<file path="src/rtl/power_path_map.svh">
// Register offsets, field positions, reset values and timing counts of the power path selector
`ifndef POWER_PATH_MAP_SVH
`define POWER_PATH_MAP_SVH

`define PP_ADDR_W 4
`define PP_OFF_CONFIG 4'h0
`define PP_OFF_WAIT 4'h1
`define PP_OFF_STATUS 4'h2
`define PP_OFF_OVFLAG 4'h3

// charge_config_reg fields
`define CFG_OVERRIDE_BIT 0
`define CFG_SUSPEND_BIT 1
`define CFG_USB_HIGH_BIT 2
`define CFG_SRC_SEL_BIT 3
`define CFG_CHG_ON_BIT 4
`define CFG_RESET 8'h1d

// Converter wait register: pack id current select field
`define WAIT_ID_LSB 0
`define WAIT_ID_W 2
`define WAIT_RESET 8'h00

// Overvoltage flag register fields
`define OV_AC_BIT 0
`define OV_USB_BIT 1

// Current limit codes
`define ILIM_100MA 2'h0
`define ILIM_500MA 2'h1
`define ILIM_2750MA 2'h2

// Timing: boot hold 100 ms, no-pack deglitch 2 ms, clock 40 ns
`define CLK_PERIOD_NS 40
`define BOOT_HOLD_MS 100
`define NOPACK_DGL_US 2000
`define BOOT_HOLD_CYC (`BOOT_HOLD_MS * 1000000 / `CLK_PERIOD_NS)
`define NOPACK_DGL_CYC (`NOPACK_DGL_US * 1000 / `CLK_PERIOD_NS)

`endif

</file>
<file path="src/rtl/power_path_pkg.sv">
// Types shared by the power path selector
package power_path_pkg;

    typedef struct packed {
        logic acPresent;
        logic usbPresent;
        logic acOverVolt;
        logic usbOverVolt;
        logic supplementNeed;
        logic outShort;
        logic batShort;
        logic noPack;
        logic thermalShutdown;
        logic chargeAtZero;
        logic inputShort;
    } sense_t;

    typedef struct packed {
        logic acSwitchOn;
        logic usbSwitchOn;
        logic batSwitchOn;
        logic inOutPullupOn;
        logic batOutPullupOn;
        logic dischargeOn;
        logic chargeEnable;
        logic chargeReduce;
        logic packIdSourceOn;
        logic [1:0] packIdCurrent;
        logic [1:0] inputLimit;
    } drive_t;

    typedef enum {
        SRC_BATTERY,
        SRC_AC,
        SRC_USB,
        SRC_BREAK
    } src_t;

endpackage

</file>
<file path="src/rtl/power_path_selector.sv">
// Power path source selection, protection and boot hold with an Avalon-MM register slave
// Notes on behaviour
// RULE_01 - Input connected only while above battery
// RULE_02 - Bus below battery flags supplement need
// RULE_03 - Lost input falls to next priority
// RULE_04 - Override high: AC first, then USB
// RULE_05 - Override high: battery on only for supplement
// RULE_06 - Override low: inputs open, battery closed
// RULE_07 - Forced battery never reconnects inputs
// RULE_08 - Path state readable in status register
// RULE_09 - USB limit decoded from two bits
// RULE_10 - AC limit always fixed internal value
// RULE_11 - Overload: reduce charge, then supplement
// RULE_12 - Input overvoltage sets status bit
// RULE_13 - Overvoltage leaves input switches unchanged
// RULE_14 - Thermal shutdown opens inputs, closes battery
// RULE_15 - Output short opens inputs, enables pullups
// RULE_16 - Battery short opens battery switch, pullup
// RULE_17 - Boot period ignores bits, USB limit 100 mA
// RULE_18 - After boot apply host settings
// RULE_19 - Pack id source on unless sleeping
// RULE_20 - Pack id current from wait register
// RULE_21 - Deglitched no-pack enables discharge switch
// RULE_22 - Overload handled in two stages
// RULE_23 - Second stage closes battery switch
// RULE_24 - Comparators pass two-flop synchroniser
// RULE_25 - AC and USB never closed together
`timescale 1ns/1ps
`include "power_path_map.svh"

module power_path_selector
    import power_path_pkg::*;
#(
    parameter int BOOT_CYCLES = `BOOT_HOLD_CYC,
    parameter int DGL_CYCLES = `NOPACK_DGL_CYC
)
(
    input wire logic mclk,
    input wire logic reset,
    input wire logic [`PP_ADDR_W-1:0] address,
    input wire logic read,
    input wire logic write,
    input wire logic [31:0] writedata,
    output logic [31:0] readdata,
    output logic waitrequest,
    input wire logic sleepMode,
    input wire sense_t senseAsync,
    output drive_t drive
);

    sense_t sync1_r;
    sense_t sense_r;
    logic [7:0] config_r;
    logic [7:0] wait_r;
    logic [1:0] ovFlag_r;
    logic ackDone_r;
    logic booting_r;
    logic [31:0] bootCount_r;
    logic [31:0] dglCount_r;
    logic packGone_r;
    src_t src_r;
    src_t src_nxt;
    logic overrideEff;
    logic usbHighEff;
    logic srcSelEff;
    logic chargeOnEff;
    logic suspendEff;
    logic inputsBlocked;
    logic [7:0] statusWord;

    function automatic logic [1:0] usb_limit(input logic srcSel, input logic highSel);
        if (srcSel)
            usb_limit = `ILIM_2750MA;
        else if (highSel)
            usb_limit = `ILIM_500MA;
        else
            usb_limit = `ILIM_100MA;
    endfunction

    // First flop feeds only the second one
    always_ff @(posedge mclk)
    begin
        sync1_r <= senseAsync; // see RULE_24
        sense_r <= sync1_r; // see RULE_24
    end

    // One wait state per access: simple, and reads always return settled data
    always_ff @(posedge mclk)
    begin
        if (reset)
            ackDone_r <= 1'b0;
        else if ((read || write) && !ackDone_r)
            ackDone_r <= 1'b1;
        else
            ackDone_r <= 1'b0;
    end
    assign waitrequest = (read || write) && !ackDone_r;

    always_ff @(posedge mclk)
    begin
        if (reset)
        begin
            config_r <= `CFG_RESET;
            wait_r <= `WAIT_RESET;
        end
        else if (write && ackDone_r)
        begin
            if (address == `PP_OFF_CONFIG)
                config_r <= writedata[7:0];
            if (address == `PP_OFF_WAIT)
                wait_r <= writedata[7:0];
        end
    end

    // Overvoltage flags: set wins over write-one-to-clear
    always_ff @(posedge mclk)
    begin
        if (reset)
            ovFlag_r <= 2'h0;
        else
        begin
            for (int i = 0; i < 2; i++)
            begin
                if (write && ackDone_r && address == `PP_OFF_OVFLAG && writedata[i])
                    ovFlag_r[i] <= 1'b0;
            end
            if (sense_r.acOverVolt)
                ovFlag_r[`OV_AC_BIT] <= 1'b1; // see RULE_12
            if (sense_r.usbOverVolt)
                ovFlag_r[`OV_USB_BIT] <= 1'b1; // see RULE_12
        end
    end

    assign statusWord = {packGone_r, sense_r.supplementNeed, drive.batSwitchOn,
        drive.usbSwitchOn, drive.acSwitchOn, booting_r, src_r == SRC_USB, src_r == SRC_AC};

    always_ff @(posedge mclk)
    begin
        if (reset)
            readdata <= 32'h0;
        else if (read && !ackDone_r)
        begin
            case (address)
                `PP_OFF_CONFIG: readdata <= {24'h0, config_r};
                `PP_OFF_WAIT: readdata <= {24'h0, wait_r};
                `PP_OFF_STATUS: readdata <= {24'h0, statusWord}; // see RULE_08
                `PP_OFF_OVFLAG: readdata <= {30'h0, ovFlag_r};
                default: readdata <= 32'h0;
            endcase
        end
    end

    always_ff @(posedge mclk)
    begin
        if (reset)
        begin
            booting_r <= 1'b1;
            bootCount_r <= 32'h0;
        end
        else if (booting_r)
        begin
            if (bootCount_r >= 32'(BOOT_CYCLES - 1))
                booting_r <= 1'b0; // see RULE_18
            bootCount_r <= bootCount_r + 32'h1;
        end
    end

    // Boot hold forces charger on, override on and USB 100 mA
    assign overrideEff = booting_r ? 1'b1 : config_r[`CFG_OVERRIDE_BIT]; // see RULE_17
    assign usbHighEff = booting_r ? 1'b0 : config_r[`CFG_USB_HIGH_BIT]; // see RULE_17
    assign srcSelEff = booting_r ? 1'b0 : config_r[`CFG_SRC_SEL_BIT]; // see RULE_17
    assign suspendEff = booting_r ? 1'b0 : config_r[`CFG_SUSPEND_BIT]; // see RULE_17
    assign chargeOnEff = booting_r ? 1'b1 : config_r[`CFG_CHG_ON_BIT];

    // Deglitch: any drop of the comparator restarts the count
    always_ff @(posedge mclk)
    begin
        if (reset || !sense_r.noPack)
        begin
            dglCount_r <= 32'h0;
            packGone_r <= 1'b0;
        end
        else if (dglCount_r >= 32'(DGL_CYCLES - 1))
            packGone_r <= 1'b1; // see RULE_21
        else
            dglCount_r <= dglCount_r + 32'h1;
    end

    // Overvoltage is deliberately absent here so closed switches stay closed
    assign inputsBlocked = !overrideEff || sense_r.thermalShutdown // see RULE_13
        || sense_r.outShort;

    always_comb
    begin
        src_nxt = SRC_BATTERY;
        if (inputsBlocked)
            src_nxt = SRC_BATTERY; // see RULE_06 RULE_07 RULE_14 RULE_15
        else if (sense_r.acPresent)
            src_nxt = SRC_AC; // see RULE_01 RULE_04
        else if (sense_r.usbPresent)
            src_nxt = SRC_USB; // see RULE_01 RULE_03 RULE_04
        else
            src_nxt = SRC_BATTERY; // see RULE_03
        // Switch between inputs goes through one open cycle
        if ((src_r == SRC_AC && src_nxt == SRC_USB) || (src_r == SRC_USB && src_nxt == SRC_AC))
            src_nxt = SRC_BREAK; // see RULE_25
    end

    always_ff @(posedge mclk)
    begin
        if (reset)
            src_r <= SRC_BATTERY;
        else
            src_r <= src_nxt;
    end

    always_ff @(posedge mclk)
    begin
        if (reset)
            drive <= '0;
        else
        begin
            drive.acSwitchOn <= src_nxt == SRC_AC; // see RULE_25
            drive.usbSwitchOn <= src_nxt == SRC_USB; // see RULE_25
            if (sense_r.batShort)
                drive.batSwitchOn <= 1'b0; // see RULE_16
            else if (src_nxt == SRC_AC || src_nxt == SRC_USB)
                drive.batSwitchOn <= sense_r.supplementNeed // see RULE_02 RULE_05 RULE_11
                    || (sense_r.chargeAtZero && sense_r.inputShort); // see RULE_22 RULE_23
            else
                drive.batSwitchOn <= 1'b1; // see RULE_06 RULE_14
            drive.inOutPullupOn <= sense_r.outShort; // see RULE_15
            drive.batOutPullupOn <= sense_r.batShort; // see RULE_16
            drive.dischargeOn <= packGone_r; // see RULE_21
            drive.chargeEnable <= chargeOnEff && !suspendEff;
            drive.chargeReduce <= sense_r.inputShort; // see RULE_11 RULE_22
            drive.packIdSourceOn <= !sleepMode; // see RULE_19
            drive.packIdCurrent <= wait_r[`WAIT_ID_LSB +: `WAIT_ID_W]; // see RULE_20
            if (src_nxt == SRC_AC)
                drive.inputLimit <= `ILIM_2750MA; // see RULE_10
            else
                drive.inputLimit <= usb_limit(srcSelEff, usbHighEff); // see RULE_09 RULE_17
        end
    end

    property p_never_both;
        @(posedge mclk) disable iff (reset) !(drive.acSwitchOn && drive.usbSwitchOn);
    endproperty
    a_never_both: assert property (p_never_both) else $error("AC and USB closed"); // see RULE_25

    property p_override_low;
        @(posedge mclk) disable iff (reset)
            (!overrideEff && !sense_r.batShort) |=> (!drive.acSwitchOn && !drive.usbSwitchOn
            && drive.batSwitchOn);
    endproperty
    a_override_low: assert property (p_override_low) else $error("no battery"); // see RULE_06

    property p_ac_priority;
        @(posedge mclk) disable iff (reset)
            (!inputsBlocked && sense_r.acPresent && src_r == SRC_AC) |=> drive.acSwitchOn;
    endproperty
    a_ac_priority: assert property (p_ac_priority) else $error("AC not selected"); // see RULE_04

    property p_usb_only;
        @(posedge mclk) disable iff (reset)
            (!inputsBlocked && !sense_r.acPresent && sense_r.usbPresent && src_r != SRC_AC)
            |=> drive.usbSwitchOn;
    endproperty
    a_usb_only: assert property (p_usb_only) else $error("USB not selected"); // see RULE_03

    property p_thermal;
        @(posedge mclk) disable iff (reset)
            (sense_r.thermalShutdown && !sense_r.batShort) |=> (drive.batSwitchOn
            && !drive.acSwitchOn && !drive.usbSwitchOn);
    endproperty
    a_thermal: assert property (p_thermal) else $error("thermal ignored"); // see RULE_14

    property p_out_short;
        @(posedge mclk) disable iff (reset)
            sense_r.outShort |=> (drive.inOutPullupOn && !drive.acSwitchOn && !drive.usbSwitchOn);
    endproperty
    a_out_short: assert property (p_out_short) else $error("short missed"); // see RULE_15

    property p_bat_short;
        @(posedge mclk) disable iff (reset)
            sense_r.batShort |=> (!drive.batSwitchOn && drive.batOutPullupOn);
    endproperty
    a_bat_short: assert property (p_bat_short) else $error("battery short missed"); // see RULE_16

    property p_boot_limit;
        @(posedge mclk) disable iff (reset)
            (booting_r && !drive.acSwitchOn && $past(booting_r))
            |-> drive.inputLimit == `ILIM_100MA;
    endproperty
    a_boot_limit: assert property (p_boot_limit) else $error("boot limit wrong"); // see RULE_17

    property p_ov_flag;
        @(posedge mclk) disable iff (reset)
            sense_r.acOverVolt |=> ovFlag_r[`OV_AC_BIT];
    endproperty
    a_ov_flag: assert property (p_ov_flag) else $error("AC flag missing"); // see RULE_12

    property p_discharge;
        @(posedge mclk) disable iff (reset)
            !sense_r.noPack |=> ##1 !drive.dischargeOn;
    endproperty
    a_discharge: assert property (p_discharge) else $error("discharge stuck on"); // see RULE_21

    property p_ac_limit;
        @(posedge mclk) disable iff (reset)
            drive.acSwitchOn |-> drive.inputLimit == `ILIM_2750MA;
    endproperty
    a_ac_limit: assert property (p_ac_limit) else $error("AC limit wrong"); // see RULE_10

    property p_sleep_off;
        @(posedge mclk) disable iff (reset)
            sleepMode |=> !drive.packIdSourceOn;
    endproperty
    a_sleep_off: assert property (p_sleep_off) else $error("id source on"); // see RULE_19

    property p_awake_on;
        @(posedge mclk) disable iff (reset)
            !sleepMode |=> drive.packIdSourceOn;
    endproperty
    a_awake_on: assert property (p_awake_on) else $error("id source off"); // see RULE_19

    property p_id_cur;
        @(posedge mclk) disable iff (reset)
            1'b1 |=> drive.packIdCurrent == $past(wait_r[`WAIT_ID_LSB +: `WAIT_ID_W]);
    endproperty
    a_id_cur: assert property (p_id_cur) else $error("id current wrong"); // see RULE_20

    property p_boot_chg;
        @(posedge mclk) disable iff (reset)
            booting_r |=> drive.chargeEnable;
    endproperty
    a_boot_chg: assert property (p_boot_chg) else $error("charger off in boot"); // see RULE_17

    // The break cycle closes the battery as well, so supplement holds through it
    property p_supp;
        @(posedge mclk) disable iff (reset)
            (sense_r.supplementNeed && !sense_r.batShort && !inputsBlocked
            && (sense_r.acPresent || sense_r.usbPresent)) |=> drive.batSwitchOn;
    endproperty
    a_supp: assert property (p_supp) else $error("no supplement"); // see RULE_02

    property p_no_supp;
        @(posedge mclk) disable iff (reset)
            (!inputsBlocked && sense_r.acPresent && src_r != SRC_USB && !sense_r.supplementNeed
            && !(sense_r.chargeAtZero && sense_r.inputShort)) |=> !drive.batSwitchOn;
    endproperty
    a_no_supp: assert property (p_no_supp) else $error("battery closed idle"); // see RULE_05

    property p_reduce;
        @(posedge mclk) disable iff (reset)
            sense_r.inputShort |=> drive.chargeReduce;
    endproperty
    a_reduce: assert property (p_reduce) else $error("no charge reduce"); // see RULE_11

    property p_ov_usb;
        @(posedge mclk) disable iff (reset)
            sense_r.usbOverVolt |=> ovFlag_r[`OV_USB_BIT];
    endproperty
    a_ov_usb: assert property (p_ov_usb) else $error("USB flag missing"); // see RULE_12

    // Checked on the switch outputs so a change of state coding cannot hide an overlap
    property p_usb_bbm;
        @(posedge mclk) disable iff (reset)
            $rose(drive.usbSwitchOn) |-> !$past(drive.acSwitchOn);
    endproperty
    a_usb_bbm: assert property (p_usb_bbm) else $error("USB made before break"); // see RULE_25

    property p_ac_bbm;
        @(posedge mclk) disable iff (reset)
            $rose(drive.acSwitchOn) |-> !$past(drive.usbSwitchOn);
    endproperty
    a_ac_bbm: assert property (p_ac_bbm) else $error("AC made before break"); // see RULE_25

    property p_pack_gone;
        @(posedge mclk) disable iff (reset)
            packGone_r |=> drive.dischargeOn;
    endproperty
    a_pack_gone: assert property (p_pack_gone) else $error("discharge not on"); // see RULE_21

    property p_pullup_off;
        @(posedge mclk) disable iff (reset)
            !sense_r.outShort |=> !drive.inOutPullupOn;
    endproperty
    a_pullup_off: assert property (p_pullup_off) else $error("pullup stuck"); // see RULE_15

    c_supp: cover property (@(posedge mclk) disable iff (reset)
        drive.acSwitchOn && drive.batSwitchOn);
    c_ac_sel: cover property (@(posedge mclk) disable iff (reset) drive.acSwitchOn);
    c_usb_sel: cover property (@(posedge mclk) disable iff (reset) drive.usbSwitchOn);
    c_break: cover property (@(posedge mclk) disable iff (reset) src_r == SRC_BREAK);
    c_boot_end: cover property (@(posedge mclk) disable iff (reset) $fell(booting_r));

endmodule

</file>
<file path="config.mk">
export PLATFORM = sky130hd
export DESIGN_NAME = power_path_selector
export DESIGN_NICKNAME = d
export VERILOG_FILES = /design/src/rtl/power_path_pkg.sv /design/src/rtl/power_path_selector.sv
export VERILOG_INCLUDE_DIRS = /design/src /design/src/rtl
export SDC_FILE = /design/constraint.sdc
export NUM_CORES = 1
export LEC_CHECK = 0
export BUFFER_PORTS_ARGS = -buffer_cell sky130_fd_sc_hd__buf_2
export CELL_PAD_IN_SITES_DETAIL_PLACEMENT = 1
export CELL_PAD_IN_SITES_GLOBAL_PLACEMENT = 2
export CORE_UTILIZATION = 36
export DETAILED_ROUTE_END_ITERATION = 6
export MAX_ROUTING_LAYER = met4
export PLACE_DENSITY_LB_ADDON = 0.1
export SLEW_MARGIN = 20
export SYNTH_ARGS = -nofsm -noshare
export SYNTH_HDL_FRONTEND = slang
export SYNTH_SLANG_ARGS = --single-unit
</file>
<file path="constraint.sdc">
create_clock -name mclk -period 5.7 [get_ports mclk]
set_clock_uncertainty 0.15 [all_clocks]
set_input_delay 0 -clock mclk [delete_from_list [all_inputs] [get_ports mclk]]
set_output_delay 0 -clock mclk [all_outputs]
set_load 0.05 [all_outputs]
</file>
==> impl_metrics.env, run 1 <==
export IMPL_clk_pin_slew_ns=0.05
export IMPL_grt_pass1_vias=4034
export IMPL_ys_seq_area_share_pct=51.1
export IMPL_fin_crit_ns=2.56
export IMPL_total_power_mw=2.20
export IMPL_pwr_density_cell_mw_per_mm2=349
export IMPL_netlist_area_sq_mm=0.00510
export IMPL_gp_congestion=0.754
export IMPL_port_buffers=49
export IMPL_fmax_mhz=391
export IMPL_cts_made_buffers=17
export IMPL_synthAdderAreaFrac_pct=0.982
export IMPL_critPathKind="register to register"
export IMPL_slew_headroom_pct=38.1
export IMPL_antenna_found_initial=0
export IMPL_hold_viol=0
export IMPL_p_leak_nw=2.44
export IMPL_drcViolationCount=0
export IMPL_root_buffer="clkbuf_16"
export IMPL_dp_cells=755
export IMPL_synth_compound_area_share_pct=7.98
export IMPL_cts_resized=0
export IMPL_fill_cells=1591
export IMPL_start_util_pct=36.9
export IMPL_dieHeight_um=121
export IMPL_setup_worst_path_start_class="register"
export IMPL_io_pins=98
export IMPL_synthDistinctLibCells=49
export IMPL_dp_hpwl_mm=7.59
export IMPL_synth_top_cell_area_share_pct=51.1
export IMPL_first_iter_violations=139
export IMPL_cts_buffer_depth=2
export IMPL_grt_overflow=0
export IMPL_ys_seq_elements=130
export IMPL_wl_per_cell_um=14.2
export IMPL_fin_nets=679
export IMPL_antenna_left=0
export IMPL_rows=43
export IMPL_cp_required_ns=5.85
export IMPL_yosys_area_share_simple_pct=25.3
export IMPL_fp_dieW_um=121
export IMPL_yosys_area_top_type="dfxtp_1"
export IMPL_cts_htree_levels=4
export IMPL_cp_max_fo=12
export IMPL_synth_area_leaders="dfxtp_1, nor2_1, xnor2_1"
export IMPL_dieArea_sq_mm=0.0146
export IMPL_rsz0062_at_grt="no"
export IMPL_instances_no_fill=816
export IMPL_synth_cells=546
export IMPL_clock_sinks=130
export IMPL_syn_area_per_cell_sq_um=9.33
export IMPL_dr_pass1_iters=4
export IMPL_hp_class="input pin to register"
export IMPL_drive_above_1_share_pct=14.8
export IMPL_peakVddDrop_uv=198
export IMPL_num_antenna_cells=0
export IMPL_tritoncts="done"
export IMPL_ys_flop_type="dfxtp_1"
export IMPL_synth_edf_count=0
export IMPL_final_common_cell="dfxtp_1"
export IMPL_grt_max_degree=79
export IMPL_core_sq_mm=0.0138
export IMPL_routed_via_density=4.94
export IMPL_fin_crit_sh_pct=44.9
export IMPL_outcome="finished clean"
export IMPL_grt_pass1_wl_mm=19.6
export IMPL_synth_xor_area_share_pct=5.16
export IMPL_synthArstFlopShare_pct=0
export IMPL_maxCapViolations=0
export IMPL_finalSetupTns_ns=0
export IMPL_tightest_slew_ns=0.926
export IMPL_yosys_warnings=0
export IMPL_drv_slew=0
export IMPL_critPathArrivalTime_ns=2.71
export IMPL_wirelength_mm=11.6
export IMPL_synth_top_family_by_area="simple AND/OR/NAND/NOR gates"
export IMPL_end_kind="register"
export IMPL_track_usage_pct=17.9
export IMPL_setup_viol=0
export IMPL_synthMuxAreaShare_pct=3.46
export IMPL_dr_total_vias=4029
export IMPL_clk_insertion_delay_late_ns=0.41
export IMPL_layout_common_cells="dfxtp_1, nor2_1, buf_2"
export IMPL_area_delta_synth_final_pct=24.1
==> metrics by stage <==
step | instance area [sq um] | hold slack [ns] | setup WS [ns] | utilization (%)
2_1_floorplan | 5180 | -0.122 | 3.48 | -
3_3_place_gp | 5410 | -0.0483 | 3.15 | 39.1
3_5_place_dp | 5410 | -0.0446 | 3.10 | 39.1
4_1_cts | 6320 | 0.0377 | 3.07 | 45.7
5_1_grt | 6320 | 0.0651 | 2.93 | 45.7
6_report | 6320 | 0.0410 | 3.14 | 45.7
==> worst paths after layout <==
check | depth (start not counted) | end | startpoint | slack [ns]
setup / recovery | 5 | bootCount_r[29] | booting_r | 3.14
hold reg to reg | 0 | sense_r[8] | sync1_r[8] | 0.17
setup reg to reg | 5 | bootCount_r[29] | booting_r | 3.14
hold / removal | 5 | readdata[1] | address[3] | 0.04
==> metal layers <==
layer  vias up  part of all wire (%)  GRT usage, %  wire, um
met5         -                     0             -         0
li1       1994                     -             -         -
met2        61                    49          29.6      5640
met4         0                   2.1          8.64       239
met3        21                   3.0          3.81       341
met1      1953                    46          20.6      5340
==> power by group <==
part	internal, mW	switching (mW)
Sequential	0.926	0.00910
Clock	0.763	0.384
Combinational	0.0350	0.0870
Total	1.72	0.480
==> critical path: stages, from the launching register on <==
cell     delay (ns)
dfxtp_1        0.59
and4_1         0.36
nand4_1        0.49
nor3_1         0.45
nand2_1        0.12
mux2_2         0.28
==> synthesized netlist by cell type (4+ instances only) <==
cell and instances:
a21oi_1 27, buf_4 24, and3_1 6, o21ai_0 16
mux2i_1 12, dfxtp_1 130, a211o_1 4, nor4_1 18
nand3_1 23, nor3_1 14, ha_1 4, or3_1 8
inv_1 8, and2_1 21, clkbuf_1 16, nand2_1 41
nand4_1 6, nand2b_1 5, xnor2_1 26, xor2_1 4
a22oi_1 8, or4_1 6, nor2_1 61, and4_1 7
nor2b_1 19
==> registers in the layout, indices dropped and copies added, names as in the netlist <==
| signal | count |
|---|---|
| config_r | 8 |
| sync1_r | 11 |
| ackDone_r | 1 |
| bootCount_r | 32 |
| booting_r | 1 |
| src_r | 2 |
| readdata | 8 |
| dglCount_r | 32 |
| ovFlag_r | 2 |
| drive | 13 |
| packGone_r | 1 |
| sense_r | 11 |
| wait_r | 8 |
==> cell families (layout without fill, tap and decap cells) <==
| logic type | after synthesis | after routing |
|---|---|---|
| AND/OR/NAND/NOR | 245 | 245 |
| flip-flops | 130 | 130 |
| AO/OA/AOI/OAI | 67 | 67 |
| buffers and inverters | 54 | 121 |
| XOR/XNOR | 30 | 30 |
| multiplexers | 15 | 15 |
| adder cells (fa/ha/maj) | 4 | 4 |
| other | 1 | 24 |
==> repair_timing <==
action,in CTS,in global routing
buffers inserted,0,0
hold buffers,29,0
endpoints found under the hold margin,32,0
==> cell type report <==
cell class	instances	area (sq um)	area share [%]
clock buffers	22	474	7.50
multi-input cells	385	2280	36.0
well taps	180	225	3.56
inverters	8	30.0	0.475
flip-flops and latches	130	2600	41.1
clock inverters	10	155	2.45
repair buffers	81	558	8.82
(Power assumes the default switching activity.)
==> run 2: changes to the inputs <==
ABC_AREA = 1   (was unset)
CORE_UTILIZATION = 28   (was 36)
clock period = 2.16 ns   (was 5.7 ns; I/O delays follow)
==> run 2 against run 1 <==
Net effect:
- global-route usage shrank 1.1 points
- first-iteration DRC count rose by 35%
- routed wire length is 37% higher
- hold slack worse by 0.030 ns
- final cell count increased by 42%
- largest power group unchanged
- highest routed layer unchanged
- synthesized area increased by 10%
- count of clock-buffer cells in the layout decreased by 5
- clock power increased to 2.7 times the previous value
==> impl_metrics.env, run 2 <==
export IMPL_outcome="finished clean"
export IMPL_p_int_mw=4.39
export IMPL_finalSetupTns_ns=0
export IMPL_setup_viol=0
export IMPL_io_pins=98
export IMPL_dieHeight_um=144
export IMPL_drv_slew=0
export IMPL_antenna_found_initial=0
export IMPL_startpoint="address[2]"
export IMPL_syn_area_per_cell_sq_um=7.13
export IMPL_critPathKind="input pin to register"
export IMPL_root_buffer="clkbuf_16"
export IMPL_p_leak_nw=2.88
export IMPL_synth_cells=789
export IMPL_clock_sinks=130
export IMPL_end_kind="register"
export IMPL_num_antenna_cells=0
export IMPL_timing_rr_end="dglCount_r[9]"
export IMPL_synth_edf_count=0
export IMPL_fin_crit_sh_pct=87.8
export IMPL_critPathArrivalTime_ns=2.05
export IMPL_fin_nets=938
export IMPL_r2r_start="dglCount_r[0]"
export IMPL_synth_common_cells="nand2_1, nor2_1, dfxtp_1, inv_1, nand3_1"
export IMPL_setup_worst_path_start_class="input pin"
export IMPL_clk_insertion_delay_late_ns=0.42
export IMPL_track_usage_pct=16.8
export IMPL_drive_above_1_share_pct=11.8
export IMPL_crit_chain="dlygate4sd3_1, buf_2, nor2_1, nand2_1, nor2_2, inv_1, nand2_1, nand3_1, dlygate4sd3_1"
export IMPL_whs_path_depth=8
export IMPL_rows=51
export IMPL_gp_congestion=0.780
export IMPL_cp_slowest_stage_delay_ns=0.56
export IMPL_clock_power_share_pct=52.2
export IMPL_cp_num_buf_inv=4
export IMPL_fmax_mhz=527
export IMPL_r2r_setup_slack_ns=0.27
export IMPL_ys_seq_elements=130
export IMPL_grt_pass1_wl_mm=25.8
export IMPL_fin_crit_ns=1.90
export IMPL_hold_viol=0
export IMPL_pwr_density_cell_mw_per_mm2=833
export IMPL_multi_input_area_sq_mm=0.00247
export IMPL_port_buffers=49
export IMPL_synthDistinctLibCells=34
export IMPL_core_sq_mm=0.0196
export IMPL_fp_dieW_um=144
export IMPL_wirelength_mm=15.9
export IMPL_p_sw_mw=1.48
export IMPL_finish_utilization_pct=35.9
export IMPL_seqCellArea_sq_mm=0.00260
export IMPL_rsz0062_at_grt="no"
export IMPL_switching_share_pct=25.2
export IMPL_maxCapViolations=0
export IMPL_grt_overflow=0
export IMPL_dieArea_sq_mm=0.0207
export IMPL_wl_per_cell_um=13.7
export IMPL_fill_cells=2470
export IMPL_crit_path_top_delay_cell="dlygate4sd3_1"
export IMPL_cts_buffer_depth=2
export IMPL_yosys_warnings=0
export IMPL_first_iter_violations=188
export IMPL_routed_via_density=4.49
export IMPL_grt_max_degree=42
export IMPL_hp_class="input pin to register"
export IMPL_critPathTopFamily="buffers and inverters"
export IMPL_cp_num_cells=9
export IMPL_dr_pass1_iters=4
export IMPL_ys_seq_area_share_pct=46.3
export IMPL_grt_pass1_vias=5394
export IMPL_dr_total_vias=5210
export IMPL_tightest_slew_ns=0.692
export IMPL_final_common_cell="nand2_1"
export IMPL_reg_largest_list="bootCount_r (32), dglCount_r (32), drive (13)"
export IMPL_comb_power_share_pct=5.8
export IMPL_peakVddDrop_uv=551
export IMPL_tritoncts="done"
export IMPL_cp_required_ns=2.32
export IMPL_cts_setup_buffers=0
export IMPL_netlist_area_sq_mm=0.00562
export IMPL_cts_made_buffers=17
export IMPL_cts_htree_levels=4
export IMPL_slew_headroom_pct=53.6
export IMPL_power_share_sequential_pct=42.0
export IMPL_rr_worst_depth=9
export IMPL_crit_end="config_r[3]"
export IMPL_yosys_area_top_type="dfxtp_1"
export IMPL_synthArstFlopShare_pct=0
export IMPL_antenna_left=0
export IMPL_synth_top_cell_area_share_pct=46.3
export IMPL_start_util_pct=28.7
export IMPL_synth_area_leaders="dfxtp_1, nand2_1, nor2_1"
export IMPL_dp_hpwl_mm=11.4
export IMPL_clk_pin_slew_ns=0.06
export IMPL_cp_max_fo=7
export IMPL_synth_most_common_cell="nand2_1"
export IMPL_ys_flop_type="dfxtp_1"
export IMPL_drcViolationCount=0
export IMPL_layout_common_cells="nand2_1, nor2_1, dfxtp_1"
export IMPL_area_delta_synth_final_pct=25.2
run 2: changes by cell type after synthesis, sizes merged, moves of 15 or more:
cell	before	now
nor2	61	137
o21ai	17	32
nor2b	20	0
nand3	23	65
a21oi	27	56
inv	8	100
nand2	41	167
xnor2	26	3
and2	21	0
nor4	18	3
run 2: power by group through the flow:
| stage | clock network (mW) | registers (mW) | logic (mW) |
|---|---|---|---|
| CTS | 3.15 | 2.46 | 0.345 |
| global route | 3.23 | 2.47 | 0.371 |
| floorplan | 0 | 2.55 | 0.221 |
| detailed placement | 0 | 2.52 | 0.305 |
| finish | 3.06 | 2.46 | 0.341 |
| global placement | 0 | 2.52 | 0.297 |
run 2: worst reg2reg max path: stages, from the launching register on:
cell	delay, ns
dfxtp_1	0.42
ha_1	0.30
nand3_2	0.19
clkinv_2	0.11
nand3_1	0.07
nand2_1	0.08
nand2_2	0.07
buf_4	0.20
nand3_1	0.10
a21oi_1	0.06
run 2: cell type report:
cell class	instances	area share, %
timing repair buffer	91	9.03
clock buffer	17	6.04
clock inverter	15	2.75
multi-input combinational	541	35.1
sequential	130	37.0
inverter	101	5.40
tap	265	4.71
run 2: metrics by stage:
step	total power [mW]	hold slack, ns	cell area, sq um	std cells	worst slack, ns
6_report	5.87	0.0112	7040	1160	0.263
5_1_grt	6.07	0.0442	7040	1160	0.0989
4_1_cts	5.96	0.0114	7040	1160	0.233
3_5_place_dp	2.82	-0.0456	6120	1098	0.236
3_3_place_gp	2.81	-0.0466	6120	1098	0.336
2_1_floorplan	2.77	-0.122	5710	812	0.541
run 2: repair_timing:
| action | in CTS | in global routing |
|---|---|---|
| hold endpoints to repair | 38 | 0 |
| hold buffers | 30 | 0 |
| gates resized for setup | 0 | 0 |
run 2: worst min path at each step:
stage | start | slack [ns] | endpoint
2_1_floorplan | senseAsync[0] | -0.12 | sync1_r[0]
3_3_place_gp | senseAsync[2] | -0.05 | sync1_r[2]
3_5_place_dp | senseAsync[3] | -0.05 | sync1_r[3]
4_1_cts | address[3] | 0.01 | readdata[7]
5_1_grt | senseAsync[8] | 0.04 | sync1_r[8]
6_report | address[3] | 0.01 | readdata[7]
run 2: metal layers:
| layer | GRT usage, % | vias to the layer above | routed length, um |
|---|---|---|---|
| met5 | - | - | 0 |
| met4 | 6.27 | 0 | 245 |
| met3 | 2.97 | 20 | 341 |
| met2 | 28.4 | 64 | 7780 |
| met1 | 19.9 | 2469 | 7500 |
| li1 | - | 2657 | - |
run 2: logic make-up after synthesis:
kind of cell	Yosys count	synth area share, %
AO/OA/AOI/OAI	101	9.48
adder cells (fa/ha/maj)	4	0.890
flip-flops	130	46.3
buffers and inverters	141	11.3
other	1	0.0667
XOR/XNOR	9	1.40
AND/OR/NAND/NOR	403	30.6
==> run 3: changes to the inputs <==
CTS_CLUSTER_DIAMETER = 50   (was unset)
PLACE_DENSITY_LB_ADDON = 0.2   (was 0.1)
==> run 3 against run 2 <==
Net effect:
- routed wire length decreased by 3.6%
- design area shrank 0.62%
- combinational power hardly changed
- sequential cell count stayed put
- critical path type is now register to register
- die area unchanged
- sequential share of layout area increased by 0.23 points
- hold slack better by 0.034 ns
- clock power shrank 4%
- register-to-register slack improved by 0.02 ns
- largest cell class unchanged
==> impl_metrics.env, run 3 (synthesis gave the netlist of run 2 again) <==
export IMPL_dr_pass1_iters=4
export IMPL_setup_viol=0
export IMPL_route_met3_wl_um=369
export IMPL_cp_num_buf_inv=0
export IMPL_cts_htree_levels=4
export IMPL_tightest_slew_ns=0.711
export IMPL_power_share_sequential_pct=43.0
export IMPL_pwr_density_cell_mw_per_mm2=820
export IMPL_dieHeight_um=144
export IMPL_core_sq_mm=0.0196
export IMPL_end_kind="register"
export IMPL_critPathKind="register to register"
export IMPL_hold_viol=0
export IMPL_p_int_mw=4.27
export IMPL_cts_setup_buffers=0
export IMPL_cts_made_buffers=17
export IMPL_routed_via_density=4.45
export IMPL_highest_layer="met4"
export IMPL_num_antenna_cells=0
export IMPL_fp_dieW_um=144
export IMPL_comb_power_share_pct=6.0
export IMPL_dr_total_vias=5151
export IMPL_switching_share_pct=25.6
export IMPL_root_buffer="clkbuf_16"
export IMPL_grt_pass1_vias=5389
export IMPL_dp_cells=1098
export IMPL_io_pins=98
export IMPL_fin_crit_ns=1.87
export IMPL_peakVddDrop_uv=570
export IMPL_crit_chain="ha_1, nand3_1, nor2_1, nand3_1, nor2_1, a21oi_1, o21a_1"
export IMPL_fin_nets=936
export IMPL_dieArea_sq_mm=0.0207
export IMPL_p_leak_nw=2.87
export IMPL_layout_common_cells="nand2_1, nor2_1, dfxtp_1"
export IMPL_fin_crit_sh_pct=86.6
export IMPL_fmax_mhz=534
export IMPL_grt_overflow=0
export IMPL_critPathTopFamily="simple AND/OR/NAND/NOR gates"
export IMPL_dp_hpwl_mm=11.2
export IMPL_clock_power_share_pct=51.1
export IMPL_area_delta_synth_final_pct=24.4
export IMPL_clock_sinks=130
export IMPL_instances_no_fill=1158
export IMPL_multi_input_area_sq_mm=0.00247
export IMPL_cts_buffer_depth=2
export IMPL_crit_path_top_delay_cell="dfxtp_1"
export IMPL_drive_above_1_share_pct=11.9
export IMPL_fill_cells=2472
export IMPL_drcViolationCount=0
export IMPL_critPathArrivalTime_ns=2.04
export IMPL_grt_max_degree=42
export IMPL_finish_utilization_pct=35.7
export IMPL_setup_worst_path_start_class="register"
export IMPL_tritoncts="done"
export IMPL_antenna_left=0
export IMPL_cp_slowest_stage_delay_ns=0.39
export IMPL_wl_met2_mm=7.53
export IMPL_wl_met1_mm=7.18
export IMPL_first_iter_violations=115
export IMPL_seqCellArea_sq_mm=0.00260
export IMPL_gp_congestion=0.785
export IMPL_rsz0062_at_grt="no"
export IMPL_wirelength_mm=15.3
export IMPL_grt_pass1_wl_mm=25.6
export IMPL_clk_pin_slew_ns=0.06
export IMPL_hp_class="input pin to register"
export IMPL_maxCapViolations=0
export IMPL_rows=51
export IMPL_cp_max_fo=5
export IMPL_total_power_mw=5.74
export IMPL_wl_per_cell_um=13.2
export IMPL_track_usage_pct=16.7
export IMPL_final_common_cell="nand2_1"
export IMPL_antenna_found_initial=0
export IMPL_cp_required_ns=2.33
export IMPL_start_util_pct=28.7
export IMPL_reg_largest_list="bootCount_r (32), dglCount_r (32), drive (13)"
export IMPL_hold_slack_ns=0.0450
export IMPL_p_sw_mw=1.47
export IMPL_finalSetupTns_ns=0
export IMPL_drv_slew=0
export IMPL_outcome="finished clean"
export IMPL_clk_insertion_delay_late_ns=0.43
export IMPL_slew_headroom_pct=52.2
export IMPL_port_buffers=49
## run 3: power by group through the flow
stage	registers [mW]	logic (mW)	clock network (mW)
floorplan	2.55	0.221	0
detailed placement	2.52	0.305	0
CTS	2.47	0.344	3.02
global placement	2.52	0.299	0
finish	2.46	0.341	2.93
global route	2.47	0.373	3.12
## run 3: worst paths after layout
check,startpoint,end,slack (ns),depth (start not counted)
setup / recovery,bootCount_r[0],bootCount_r[14],0.29,7
hold reg to reg,sync1_r[8],sense_r[8],0.18,0
setup reg to reg,bootCount_r[0],bootCount_r[14],0.29,7
hold / removal,senseAsync[6],sync1_r[6],0.04,2
## run 3: worst reg2reg max path, cell delays in order, from the launching register on
cell     delay (ns)
dfxtp_1        0.39
ha_1           0.26
nand3_1        0.12
nor2_1         0.20
nand3_1        0.14
nor2_1         0.28
a21oi_1        0.11
o21a_1         0.12
## run 3: what timing repair did
item,in CTS,in global routing
setup endpoints to repair,0,0
hold endpoints to repair,40,0
resized for setup,0,0
hold buffers,28,0
## run 3: cell type report
class | count | area share [%]
timing repair buffer | 89 | 8.80
inverter | 101 | 5.44
sequential | 130 | 37.2
clock buffer | 17 | 6.08
multi-input combinational | 541 | 35.3
tap | 265 | 4.74
clock inverter | 15 | 2.43
## run 3: per-layer routing
layer | up-vias | track usage (%)
met2 | 68 | 28.4
met5 | - | -
met3 | 21 | 4.20
li1 | 2652 | -
met4 | 0 | 5.21
met1 | 2410 | 19.1
## run 3: metrics by stage
stage / area [sq um] / setup slack (ns)
final: 7000 / 0.289
after global routing: 7000 / 0.0750
after CTS: 7000 / 0.281
after detailed placement: 6120 / 0.287
after global placement: 6120 / 0.366
after floorplan: 5710 / 0.541
